**config.mk**
```make
export PLATFORM = sky130hd
export DESIGN_NAME = t16wm_top
export DESIGN_NICKNAME = d
export VERILOG_FILES = /design/src/hdl/t16wm_top.v
export VERILOG_INCLUDE_DIRS = /design/src /design/src/hdl
export SDC_FILE = /design/constraint.sdc
export NUM_CORES = 1
export LEC_CHECK = 0
export BUFFER_PORTS_ARGS = -buffer_cell sky130_fd_sc_hd__buf_4
export CORE_MARGIN = 2
export CORE_UTILIZATION = 23
export CTS_BUF_LIST = sky130_fd_sc_hd__clkbuf_8
export DETAILED_ROUTE_END_ITERATION = 6
export MAX_ROUTING_LAYER = met4
export PLACE_DENSITY = 0.36
export REMOVE_ABC_BUFFERS = 1
export SLEW_MARGIN = 10
export SYNTH_ARGS = -nofsm -noshare
export SYNTH_HDL_FRONTEND = slang
export SYNTH_SLANG_ARGS = --single-unit
```
**constraint.sdc**
```tcl
create_clock -name core_clk -period 6.1 [get_ports core_clk]
set_input_delay 0.915 -clock core_clk [delete_from_list [all_inputs] [get_ports core_clk]]
set_output_delay 0.915 -clock core_clk [all_outputs]
set_load 0.01 [all_outputs]
```
**src/hdl/t16wm_consts.vh**
```
// Purpose: constants for the 16-bit timer waveform mode control block
// Assumes: 8-bit register port, word-per-register map
// Notes:   offsets are local register indices on the plain port
`ifndef T16WM_CONSTS_VH
`define T16WM_CONSTS_VH
`define T16WM_ADDR_CTRL_A   4'h0
`define T16WM_ADDR_CTRL_B   4'h1
`define T16WM_ADDR_CNT_L    4'h2
`define T16WM_ADDR_CNT_H    4'h3
`define T16WM_ADDR_CMPA_L   4'h4
`define T16WM_ADDR_CMPA_H   4'h5
`define T16WM_ADDR_CMPB_L   4'h6
`define T16WM_ADDR_CMPB_H   4'h7
`define T16WM_ADDR_CAP_L    4'h8
`define T16WM_ADDR_CAP_H    4'h9
`define T16WM_ADDR_FLAGS    4'ha
`define T16WM_ADDR_DIR      4'hb
`define T16WM_CTRL_A_RST    8'h00
`define T16WM_CTRL_B_RST    8'h00
`define T16WM_MODE_A_HI     7
`define T16WM_MODE_A_LO     6
`define T16WM_MODE_B_HI     5
`define T16WM_MODE_B_LO     4
`define T16WM_FORCE_A       3
`define T16WM_FORCE_B       2
`define T16WM_FLAG_OVF      0
`define T16WM_FLAG_MA       1
`define T16WM_FLAG_MB       2
`define T16WM_TOP_MAX       16'hffff
`define T16WM_TOP_8         16'h00ff
`define T16WM_TOP_9         16'h01ff
`define T16WM_TOP_10        16'h03ff
`define T16WM_DIV_8         3'h7
`define T16WM_DIV_64        6'h3f
`define T16WM_DIV_256       8'hff
`define T16WM_DIV_1024      10'h3ff
`endif

```
**src/hdl/t16wm_top.v**
```verilog
// Purpose: waveform mode decode, counter and compare outputs of a 16-bit
//          timer, reached over a plain register port
// Assumes: external count pin is asynchronous; CPU clears flags by
//          writing one
// Notes:   16-bit registers take the held high byte on write of the low byte
`include "t16wm_consts.vh"
`timescale 1ns/1ps
`default_nettype none
module t16wm_top
(
  // Clock and reset
  input  wire       core_clk,
  input  wire       rst,
  // Register port
  input  wire [3:0] reg_addr,
  input  wire [7:0] reg_wdata,
  input  wire       reg_wr,
  input  wire       reg_rd,
  output reg  [7:0] reg_rdata,
  // External count pin
  input  wire       external_count_pin,
  // Compare output pins
  output reg        wave_out_a,
  output reg        wave_out_a_oe,
  output reg        wave_out_b,
  output reg        wave_out_b_oe
);

  localparam DIR_UP   = 1'b0;
  localparam DIR_DOWN = 1'b1;

  reg  [7:0]  ctrl_a_reg;
  reg  [7:0]  ctrl_b_reg;
  reg  [15:0] cnt_reg;
  reg  [15:0] cmpa_reg;
  reg  [15:0] cmpb_reg;
  reg  [15:0] cmpa_buf_reg;
  reg  [15:0] cmpb_buf_reg;
  reg  [15:0] cap_reg;
  reg  [7:0]  temp_reg;
  reg  [2:0]  flags_reg;
  reg  [1:0]  dir_bits_reg;
  reg         dir_reg;
  reg         wave_a_reg;
  reg         wave_b_reg;
  reg  [9:0]  pre_reg;
  reg         ext_s1_reg;
  reg         ext_s2_reg;
  reg         ext_s3_reg;

  ////////////////////////////////////////////////////////////////////////
  // Mode decode
  wire [3:0] wave_mode = {ctrl_b_reg[4:3], ctrl_a_reg[1:0]};
  wire [2:0] clock_select = ctrl_b_reg[2:0];
  wire [1:0] out_mode_a = ctrl_a_reg[7:6];
  wire [1:0] out_mode_b = ctrl_a_reg[5:4];
  wire       wave_mode_top_bit = wave_mode[3];

  // Single-slope PWM: modes 5,6,7,14,15
  function is_fast;
    input [3:0] m;
    begin
      is_fast = (m == 4'd5) || (m == 4'd6) || (m == 4'd7) ||
                (m == 4'd14) || (m == 4'd15);
    end
  endfunction

  // Dual-slope PWM: modes 1,2,3,8,9,10,11
  function is_dual;
    input [3:0] m;
    begin
      is_dual = (m == 4'd1) || (m == 4'd2) || (m == 4'd3) ||
                ((m >= 4'd8) && (m <= 4'd11));
    end
  endfunction

  wire fast_mode = is_fast(wave_mode);
  wire dual_mode = is_dual(wave_mode);
  wire pwm_mode  = fast_mode | dual_mode;
  wire freq_corr = (wave_mode == 4'd8) || (wave_mode == 4'd9);
  wire ctc_mode  = (wave_mode == 4'd4) || (wave_mode == 4'd12);

  // TOP source per mode
  reg [15:0] top_val;
  always @*
  begin
    case (wave_mode)
      4'd1, 4'd5:                top_val = `T16WM_TOP_8;
      4'd2, 4'd6:                top_val = `T16WM_TOP_9;
      4'd3, 4'd7:                top_val = `T16WM_TOP_10;
      4'd4, 4'd9, 4'd11, 4'd15:  top_val = cmpa_reg;
      4'd8, 4'd10, 4'd12, 4'd14: top_val = cap_reg;
      default:                   top_val = `T16WM_TOP_MAX;
    endcase
  end

  ////////////////////////////////////////////////////////////////////////
  // Prescaler and tick enable; external pin synchronised first
  wire ext_rise = ext_s2_reg & ~ext_s3_reg;
  wire ext_fall = ~ext_s2_reg & ext_s3_reg;
  reg  tick;
  always @*
  begin
    case (clock_select)
      3'd1:    tick = 1'b1;
      3'd2:    tick = (pre_reg[2:0] == `T16WM_DIV_8);
      3'd3:    tick = (pre_reg[5:0] == `T16WM_DIV_64);
      3'd4:    tick = (pre_reg[7:0] == `T16WM_DIV_256);
      3'd5:    tick = (pre_reg == `T16WM_DIV_1024);
      3'd6:    tick = ext_fall;
      3'd7:    tick = ext_rise;
      default: tick = 1'b0;
    endcase
  end
  wire timer_tick_enable = tick;

  ////////////////////////////////////////////////////////////////////////
  // Counter events
  wire at_top    = (cnt_reg == top_val);
  wire at_bottom = (cnt_reg == 16'h0000);
  wire match_a   = (cnt_reg == cmpa_reg);
  wire match_b   = (cnt_reg == cmpb_reg);
  wire cnt_wr    = reg_wr && ((reg_addr == `T16WM_ADDR_CNT_H) ||
                              (reg_addr == `T16WM_ADDR_CNT_L));
  // Load point of double buffers
  wire buf_load  = timer_tick_enable &&
                   (freq_corr ? at_bottom : at_top);

  // Overflow timing per mode
  reg ovf_evt;
  always @*
  begin
    if (fast_mode)
      ovf_evt = timer_tick_enable && at_top;
    else if (dual_mode)
      ovf_evt = timer_tick_enable && at_bottom &&
                (dir_reg == DIR_DOWN);
    else
      ovf_evt = timer_tick_enable && (cnt_reg == `T16WM_TOP_MAX);
  end

  // Counter and direction
  always @(posedge core_clk or posedge rst)
  begin
    if (rst)
    begin
      cnt_reg <= 16'h0000;
      dir_reg <= DIR_UP;
    end
    else if (cnt_wr)
    begin
      if (reg_addr == `T16WM_ADDR_CNT_L)
        cnt_reg <= {temp_reg, reg_wdata};
    end
    else if (timer_tick_enable)
    begin
      if (dual_mode)
      begin
        if (at_top)
        begin
          dir_reg <= DIR_DOWN;
          cnt_reg <= cnt_reg - 16'h0001;
        end
        else if (at_bottom && dir_reg == DIR_DOWN)
        begin
          dir_reg <= DIR_UP;
          cnt_reg <= 16'h0001;
        end
        else if (dir_reg == DIR_UP)
          cnt_reg <= cnt_reg + 16'h0001;
        else
          cnt_reg <= cnt_reg - 16'h0001;
      end
      else
      begin
        dir_reg <= DIR_UP;
        // Only a real match resets in CLEAR_ON_MATCH_MODE; force never does
        if ((ctc_mode || fast_mode) && at_top)
          cnt_reg <= 16'h0000;
        else
          cnt_reg <= cnt_reg + 16'h0001;
      end
    end
  end

  ////////////////////////////////////////////////////////////////////////
  // Waveform units; force only outside PWM
  // Strobe judged against the mode written beside it
  wire       ctl_a_wr = reg_wr && (reg_addr == `T16WM_ADDR_CTRL_A);
  wire [3:0] wr_mode  = {ctrl_b_reg[4:3], reg_wdata[1:0]};
  wire       wr_pwm   = is_fast(wr_mode) | is_dual(wr_mode);
  wire force_a = ctl_a_wr && reg_wdata[`T16WM_FORCE_A] && !wr_pwm;
  wire force_b = ctl_a_wr && reg_wdata[`T16WM_FORCE_B] && !wr_pwm;

  // Next output level for one channel
  function wave_next;
    input       cur;
    input [1:0] om;
    input       m_evt;
    input       t_evt;
    input       fast;
    input       dual;
    input       down;
    input       tog_ok;
    input       top_eq;
    begin
      wave_next = cur;
      if (!fast && !dual)
      begin
        if (m_evt)
          case (om)
            2'b01:   wave_next = ~cur;
            2'b10:   wave_next = 1'b0;
            2'b11:   wave_next = 1'b1;
            default: wave_next = cur;
          endcase
      end
      else if (om == 2'b01)
      begin
        if (m_evt && tog_ok)
          wave_next = ~cur;
      end
      else if (fast && om[1])
      begin
        if (t_evt)
          wave_next = ~om[0];
        else if (m_evt && !top_eq)
          wave_next = om[0];
      end
      else if (dual && om[1] && m_evt)
        wave_next = down ? ~om[0] : om[0];
    end
  endfunction

  wire tick_ma = timer_tick_enable && match_a && !cnt_wr;
  wire tick_mb = timer_tick_enable && match_b && !cnt_wr;
  wire tick_t  = timer_tick_enable && at_top;
  // The top turns downward and the bottom upward, so that a compare
  // value at either extreme holds the pin steady
  wire going_down = ((dir_reg == DIR_DOWN) && !at_bottom) || at_top;

  always @(posedge core_clk or posedge rst)
  begin
    if (rst)
    begin
      wave_a_reg <= 1'b0;
      wave_b_reg <= 1'b0;
    end
    else
    begin
      // A force acts with the output mode written beside it
      if (force_a)
        wave_a_reg <= wave_next(wave_a_reg, reg_wdata[7:6], 1'b1, 1'b0,
                                1'b0, 1'b0, 1'b0, 1'b0, 1'b0);
      else
        wave_a_reg <= wave_next(wave_a_reg, out_mode_a, tick_ma,
                                tick_t, fast_mode, dual_mode, going_down,
                                wave_mode_top_bit, cmpa_reg == top_val);
      // Channel B mode 01 in PWM is reserved: kept disconnected
      if (force_b)
        wave_b_reg <= wave_next(wave_b_reg, reg_wdata[5:4], 1'b1, 1'b0,
                                1'b0, 1'b0, 1'b0, 1'b0, 1'b0);
      else
        wave_b_reg <= wave_next(wave_b_reg, out_mode_b, tick_mb,
                                tick_t, fast_mode, dual_mode, going_down,
                                1'b0, cmpb_reg == top_val);
    end
  end

  ////////////////////////////////////////////////////////////////////////
  // Pin override and driver enable
  wire conn_a = (out_mode_a != 2'b00) &&
                !(pwm_mode && out_mode_a == 2'b01 && !wave_mode_top_bit);
  wire conn_b = (out_mode_b != 2'b00) &&
                !(pwm_mode && out_mode_b == 2'b01);
  always @(posedge core_clk or posedge rst)
  begin
    if (rst)
    begin
      wave_out_a    <= 1'b0;
      wave_out_a_oe <= 1'b0;
      wave_out_b    <= 1'b0;
      wave_out_b_oe <= 1'b0;
    end
    else
    begin
      wave_out_a    <= wave_a_reg;
      wave_out_b    <= wave_b_reg;
      wave_out_a_oe <= conn_a && dir_bits_reg[0];
      wave_out_b_oe <= conn_b && dir_bits_reg[1];
    end
  end

  ////////////////////////////////////////////////////////////////////////
  // Register writes, buffers and flags
  always @(posedge core_clk or posedge rst)
  begin
    if (rst)
    begin
      ctrl_a_reg   <= `T16WM_CTRL_A_RST;
      ctrl_b_reg   <= `T16WM_CTRL_B_RST;
      cmpa_reg     <= 16'h0000;
      cmpb_reg     <= 16'h0000;
      cmpa_buf_reg <= 16'h0000;
      cmpb_buf_reg <= 16'h0000;
      cap_reg      <= 16'h0000;
      temp_reg     <= 8'h00;
      flags_reg    <= 3'b000;
      dir_bits_reg <= 2'b00;
    end
    else
    begin
      // Immediate modes write straight through
      if (!pwm_mode)
      begin
        cmpa_reg <= cmpa_buf_reg;
        cmpb_reg <= cmpb_buf_reg;
      end
      else if (buf_load)
      begin
        cmpa_reg <= cmpa_buf_reg;
        cmpb_reg <= cmpb_buf_reg;
      end
      if (reg_wr)
      begin
        if (reg_addr == `T16WM_ADDR_CTRL_A)
          ctrl_a_reg <= {reg_wdata[7:4], 2'b00, reg_wdata[1:0]};
        else if (reg_addr == `T16WM_ADDR_CTRL_B)
          ctrl_b_reg <= {3'b000, reg_wdata[4:0]};
        else if (reg_addr == `T16WM_ADDR_CNT_H ||
                 reg_addr == `T16WM_ADDR_CMPA_H ||
                 reg_addr == `T16WM_ADDR_CMPB_H ||
                 reg_addr == `T16WM_ADDR_CAP_H)
          temp_reg <= reg_wdata;
        else if (reg_addr == `T16WM_ADDR_CMPA_L)
          cmpa_buf_reg <= {temp_reg, reg_wdata};
        else if (reg_addr == `T16WM_ADDR_CMPB_L)
          cmpb_buf_reg <= {temp_reg, reg_wdata};
        else if (reg_addr == `T16WM_ADDR_CAP_L)
          cap_reg <= {temp_reg, reg_wdata};
        else if (reg_addr == `T16WM_ADDR_DIR)
          dir_bits_reg <= reg_wdata[1:0];
      end
      // Set wins over a write-one clear; force never sets a flag
      flags_reg[`T16WM_FLAG_OVF] <= ovf_evt |
        (flags_reg[`T16WM_FLAG_OVF] & ~(reg_wr &&
         reg_addr == `T16WM_ADDR_FLAGS && reg_wdata[0]));
      flags_reg[`T16WM_FLAG_MA] <= tick_ma |
        (flags_reg[`T16WM_FLAG_MA] & ~(reg_wr &&
         reg_addr == `T16WM_ADDR_FLAGS && reg_wdata[1]));
      flags_reg[`T16WM_FLAG_MB] <= tick_mb |
        (flags_reg[`T16WM_FLAG_MB] & ~(reg_wr &&
         reg_addr == `T16WM_ADDR_FLAGS && reg_wdata[2]));
    end
  end

  ////////////////////////////////////////////////////////////////////////
  // Prescaler and pin synchroniser
  always @(posedge core_clk or posedge rst)
  begin
    if (rst)
    begin
      pre_reg    <= 10'h000;
      ext_s1_reg <= 1'b0;
      ext_s2_reg <= 1'b0;
      ext_s3_reg <= 1'b0;
    end
    else
    begin
      pre_reg    <= pre_reg + 10'h001;
      ext_s1_reg <= external_count_pin;
      ext_s2_reg <= ext_s1_reg;
      ext_s3_reg <= ext_s2_reg;
    end
  end

  ////////////////////////////////////////////////////////////////////////
  // Read data, one cycle after the strobe
  always @(posedge core_clk or posedge rst)
  begin
    if (rst)
      reg_rdata <= 8'h00;
    else if (reg_rd)
    begin
      if (reg_addr == `T16WM_ADDR_CTRL_A)
        reg_rdata <= ctrl_a_reg;
      else if (reg_addr == `T16WM_ADDR_CTRL_B)
        reg_rdata <= ctrl_b_reg;
      else if (reg_addr == `T16WM_ADDR_CNT_L)
        reg_rdata <= cnt_reg[7:0];
      else if (reg_addr == `T16WM_ADDR_CNT_H)
        reg_rdata <= cnt_reg[15:8];
      else if (reg_addr == `T16WM_ADDR_CMPA_L)
        reg_rdata <= cmpa_buf_reg[7:0];
      else if (reg_addr == `T16WM_ADDR_CMPA_H)
        reg_rdata <= cmpa_buf_reg[15:8];
      else if (reg_addr == `T16WM_ADDR_CMPB_L)
        reg_rdata <= cmpb_buf_reg[7:0];
      else if (reg_addr == `T16WM_ADDR_CMPB_H)
        reg_rdata <= cmpb_buf_reg[15:8];
      else if (reg_addr == `T16WM_ADDR_CAP_L)
        reg_rdata <= cap_reg[7:0];
      else if (reg_addr == `T16WM_ADDR_CAP_H)
        reg_rdata <= cap_reg[15:8];
      else if (reg_addr == `T16WM_ADDR_FLAGS)
        reg_rdata <= {5'b00000, flags_reg};
      else if (reg_addr == `T16WM_ADDR_DIR)
        reg_rdata <= {6'b000000, dir_bits_reg};
      else
        reg_rdata <= 8'h00;
    end
    else
      reg_rdata <= 8'h00;
  end

endmodule
`default_nettype wire

```
==> impl_summary.txt <==
----------------------------------------------------
[Status]
  Status ... complete, no violations

[Finish]
  Area grow syn2layout ... 11.0%
  Count of non-filler cells in the finished layout ... 1545
  Proportion of layout cells with a drive suffix above 1 ... 0.189
  Antenna diodes ... 0
  Net count of the finished layout ... 1018

[Power]
  Int Power ... 2.53 mW
  Static Leakage ... 4.42 nW
  Power share of the clock group ... 0.178
  Total power per unit cell area ... 437 mW/mm²
  Switching share of power ... 0.461
  VDD IR max ... 164 µV
  Comb power frac ... 0.392
  Share of total power in sequential cells ... 0.430
  Net switching power figure ... 2.17 mW

[Placed design]
  Worst Setup Slack post-DPL ... 1.64 ns
  Final weighted congestion of routability-driven global placement ... 0.934
  Hpwl dp ... 29600 µm
  Cell Count Post-Placement ... 1513
  Count of port buffers added during placement ... 28

[Timing]
  Largest clock skew in the final design ... 0.0345 ns
  Final setup violation count ... 0
  Transition time of the tightest slew-check pin ... 1.05 ns
  Max-slew headroom ... 0.298
  RSZ-0062 raised after global routing ... no
  Pins over their slew limit ... 0
  Final period demand of the worst path ... 4.53 ns
  Final hold vios ... 0
  Final WS setup ... 1.57 ns
  TNS Setup ... 0 ns
  Fmax achieved ... 0.221 GHz
  Post-route fraction of the period consumed by the critical path ... 0.743

[Route]
  Drt wl/cell ... 26.2 µm
  Detail Route Antenna Nets ... 0
  First-iteration detailed-routing DRC count ... 695
  Detailed-route via count ... 8154
  DRC Markers ... 0
  Iteration count of the initial detailed-routing pass ... 5
  Wire length reported by the detailed router ... 40500 µm
  Vias/cell ... 5.28

[Floorplan]
  Starting Density ... 0.232
  Die height ... 209 µm
  I/O Pins ... 29
  Core box area ... 0.0418 mm²
  Die width ... 209 µm
  Area of the die ... 0.0437 mm²
  Total number of placement rows ... 75

[Setup path]
  Destination of the worst register-to-register timing path ... cnt_reg[15]$_DFFE_PP0P_
  Worst-case register-to-register setup slack ... 1.57 ns
  Startpoint types ... flop
  Crit path required time ... 6.46 ns
  Crit-path cells ... and2b_1 -> o22ai_1 -> and2_4 -> a222oi_1 -> nor4b_2 -> nand4_4 -> a21oi_2 -> nor2_1 -> a2111oi_0 -> o32ai_1
  Longest individual stage delay on the worst path ... 0.98 ns
  Arrival @ worst endpoint ... 4.90 ns
  Setup CP Type ... reg -> reg
  R2r startpoint ... ctrl_b_reg[3]$_DFFE_PP0P_
  Number of cell instances on the worst register-to-register path ... 10
  Endpoint kind of the worst setup timing path ... flop
  Cell with the largest stage delay on the worst path ... dfrtp_1
  Worst-path fanout max ... 26

[Min path]
  Worst Hold Path EP ... ext_s2_reg$_DFF_PP0_
  Hold Crit Start ... ext_s1_reg$_DFF_PP0_
  Hold/Removal Path Class ... reg -> reg
  Hold Crit Depth ... 0

[CTS]
  Clock tree from TritonCTS ... built
  Number of hold buffers added after cts ... 0
  Clock root buffer master ... clkbuf_8
  Number of clock sinks seen by CTS ... 148
  Clock latency of the later-clocked register in the worst-skew pair ... 0.52 ns
  Cts bufs inserted ... 17
  Post-CTS Resized ... 0
  Level count of the clock H-tree ... 4
  Post-CTS Setup Inserts ... 0
  Reg clk slew, reported paths ... 0.09 ns
  Maximum buffer depth of the clock tree ... 2

[Yosys]
  Number of flops mapped to enable cells by yosys ... 0
  Ys Warns ... 0
  Synthesized area per cell ... 9.58 µm²
  Top post-synthesis cells by area ... dfrtp_1 (38%), mux2_2 (7.7%), mux2_4 (4.7%)
  Share of flip-flops with an asynchronous set or reset ... 1.00
  Yosys reg bits ... 148
  Register area share after synthesis ... 0.383
  Top FF cell, synth ... dfrtp_1
  Cell accounting for the most synthesized area ... dfrtp_1
  Number of distinct library cell variants in the gate-level netlist after synthesis ... 83
  Area of the mapped netlist ... 0.00968 mm²
  Cells after synthesis ... 1011
  Portion of synthesized cell area occupied by the leading cell type ... 0.383

[Global route]
  Leftover overflow at the end of global routing ... 0
  Antenna violations before repair ... 2
  First-pass GRT wire length ... 59200 µm
  Pin count of the biggest net entering global routing ... 53
  Number of global-route vias before repair ... 8040
  GRT Total Usage ... 0.193

[Flow run]
  Max-capacitance violation count ... 0

----------------------------------------------------
-- cells by family (layout without fill, tap and decap cells) --
family | count (synthesis) | after routing | share of synthesized area
DFF | 148 | 148 | 0.383
and+or+nand+nor | 285 | 285 | 0.154
AOI/OAI and AO/OA | 274 | 274 | 0.192
buffers and inverters | 105 | 100 | 0.0446
xor gates and xnor gates | 76 | 76 | 0.0688
muxes | 115 | 115 | 0.148
adders and majority gates | 8 | 8 | 0.0103
-- synthesized netlist by cell type, types with 13 or more instances --
| cell type | n |
|---|---|
| nand2b_1 | 18 |
| nor2_1 | 71 |
| clkbuf_1 | 57 |
| o22ai_1 | 26 |
| nor3_1 | 21 |
| xor2_1 | 37 |
| inv_1 | 25 |
| mux2i_1 | 13 |
| dfrtp_1 | 148 |
| mux2_2 | 66 |
| o21ai_0 | 51 |
| nand3_1 | 26 |
| mux2_4 | 30 |
| xnor2_1 | 39 |
| a22oi_1 | 17 |
| a21oi_1 | 51 |
| nor2b_1 | 13 |
| nand4_1 | 13 |
| nand2_1 | 55 |
-- cells in the final DEF (no fill, tap or decap), types with 12 or more instances in the layout --
master | synthesis | final
buf_4 | 2 | 41
a21oi_1 | 51 | 51
nand4_1 | 13 | 13
o21ai_0 | 51 | 51
mux2_4 | 30 | 30
and3_1 | 12 | 12
nand2b_1 | 18 | 18
dfrtp_1 | 148 | 148
nor2b_1 | 13 | 13
inv_1 | 25 | 26
xnor2_1 | 39 | 39
o22ai_1 | 26 | 26
nand3_1 | 26 | 26
a21o_1 | 12 | 12
xor2_1 | 37 | 37
nand2_1 | 55 | 55
nor3_1 | 21 | 20
nor2_1 | 71 | 71
mux2i_1 | 13 | 13
mux2_2 | 66 | 66
a22oi_1 | 17 | 17
clkbuf_8 | 0 | 18
-- power by group through the flow --
stage          combinational [mW]  sequential, mW  clock (mW)
4_1_cts                      1.83            2.00       0.866
3_5_place_dp                 1.82            2.02           0
3_3_place_gp                 1.84            2.03           0
2_1_floorplan                1.34            1.65           0
6_report                     1.84            2.02       0.836
5_1_grt                      1.99            2.06       0.904
-- critical path, delay by kind of cell (launching register included) --
family | cells | cell delay, ns
AO/OA/AOI/OAI | 5 | 1.75
flip-flops | 1 | 0.98
AND/OR/NAND/NOR | 5 | 1.64
-- layer usage --
| layer | part of all wire | vias to the layer above | track usage |
|---|---|---|---|
| met5 | 0 | - | - |
| met4 | 0.033 | 0 | 0.0695 |
| met3 | 0.044 | 44 | 0.0338 |
| met2 | 0.45 | 249 | 0.288 |
| met1 | 0.48 | 4180 | 0.262 |
| li1 | - | 3681 | - |
-- worst max path at each step --
stage / slack (ns) / from / depth (start not counted) / end
finish: 1.57 / ctrl_b_reg[3]$_DFFE_PP0P_ / 10 / cnt_reg[15]$_DFFE_PP0P_
floorplan: 1.21 / rst / 1 / cap_reg[0]$_DFFE_PP0P_
global placement: 1.63 / ctrl_b_reg[3]$_DFFE_PP0P_ / 10 / cnt_reg[15]$_DFFE_PP0P_
detailed placement: 1.64 / ctrl_b_reg[3]$_DFFE_PP0P_ / 10 / cnt_reg[3]$_DFFE_PP0P_
global route: 1.22 / ctrl_b_reg[3]$_DFFE_PP0P_ / 10 / cnt_reg[3]$_DFFE_PP0P_
CTS: 1.57 / ctrl_b_reg[3]$_DFFE_PP0P_ / 10 / cnt_reg[3]$_DFFE_PP0P_
-- stage by stage --
| step | util | total power, mW | hold WS, ns | cell area (µm²) |
|---|---|---|---|---|
| after floorplan | - | 3.00 | 0.331 | 9350 |
| after global placement | 0.248 | 3.87 | 0.335 | 10300 |
| after detailed placement | 0.248 | 3.84 | 0.354 | 10300 |
| after CTS | 0.257 | 4.70 | 0.375 | 10700 |
| after global routing | 0.257 | 4.96 | 0.394 | 10700 |
| final | 0.257 | 4.70 | 0.368 | 10700 |
-- area by class of cell --
type	count	area, µm²
well taps	539	674
flip-flops and latches	148	3700
clock inverters	14	151
inverters	27	106
clock buffers	18	248
repair buffers	41	308
fillers	4460	31000
multi-input cells	758	5550
Power figures use the tool's default switching activity.
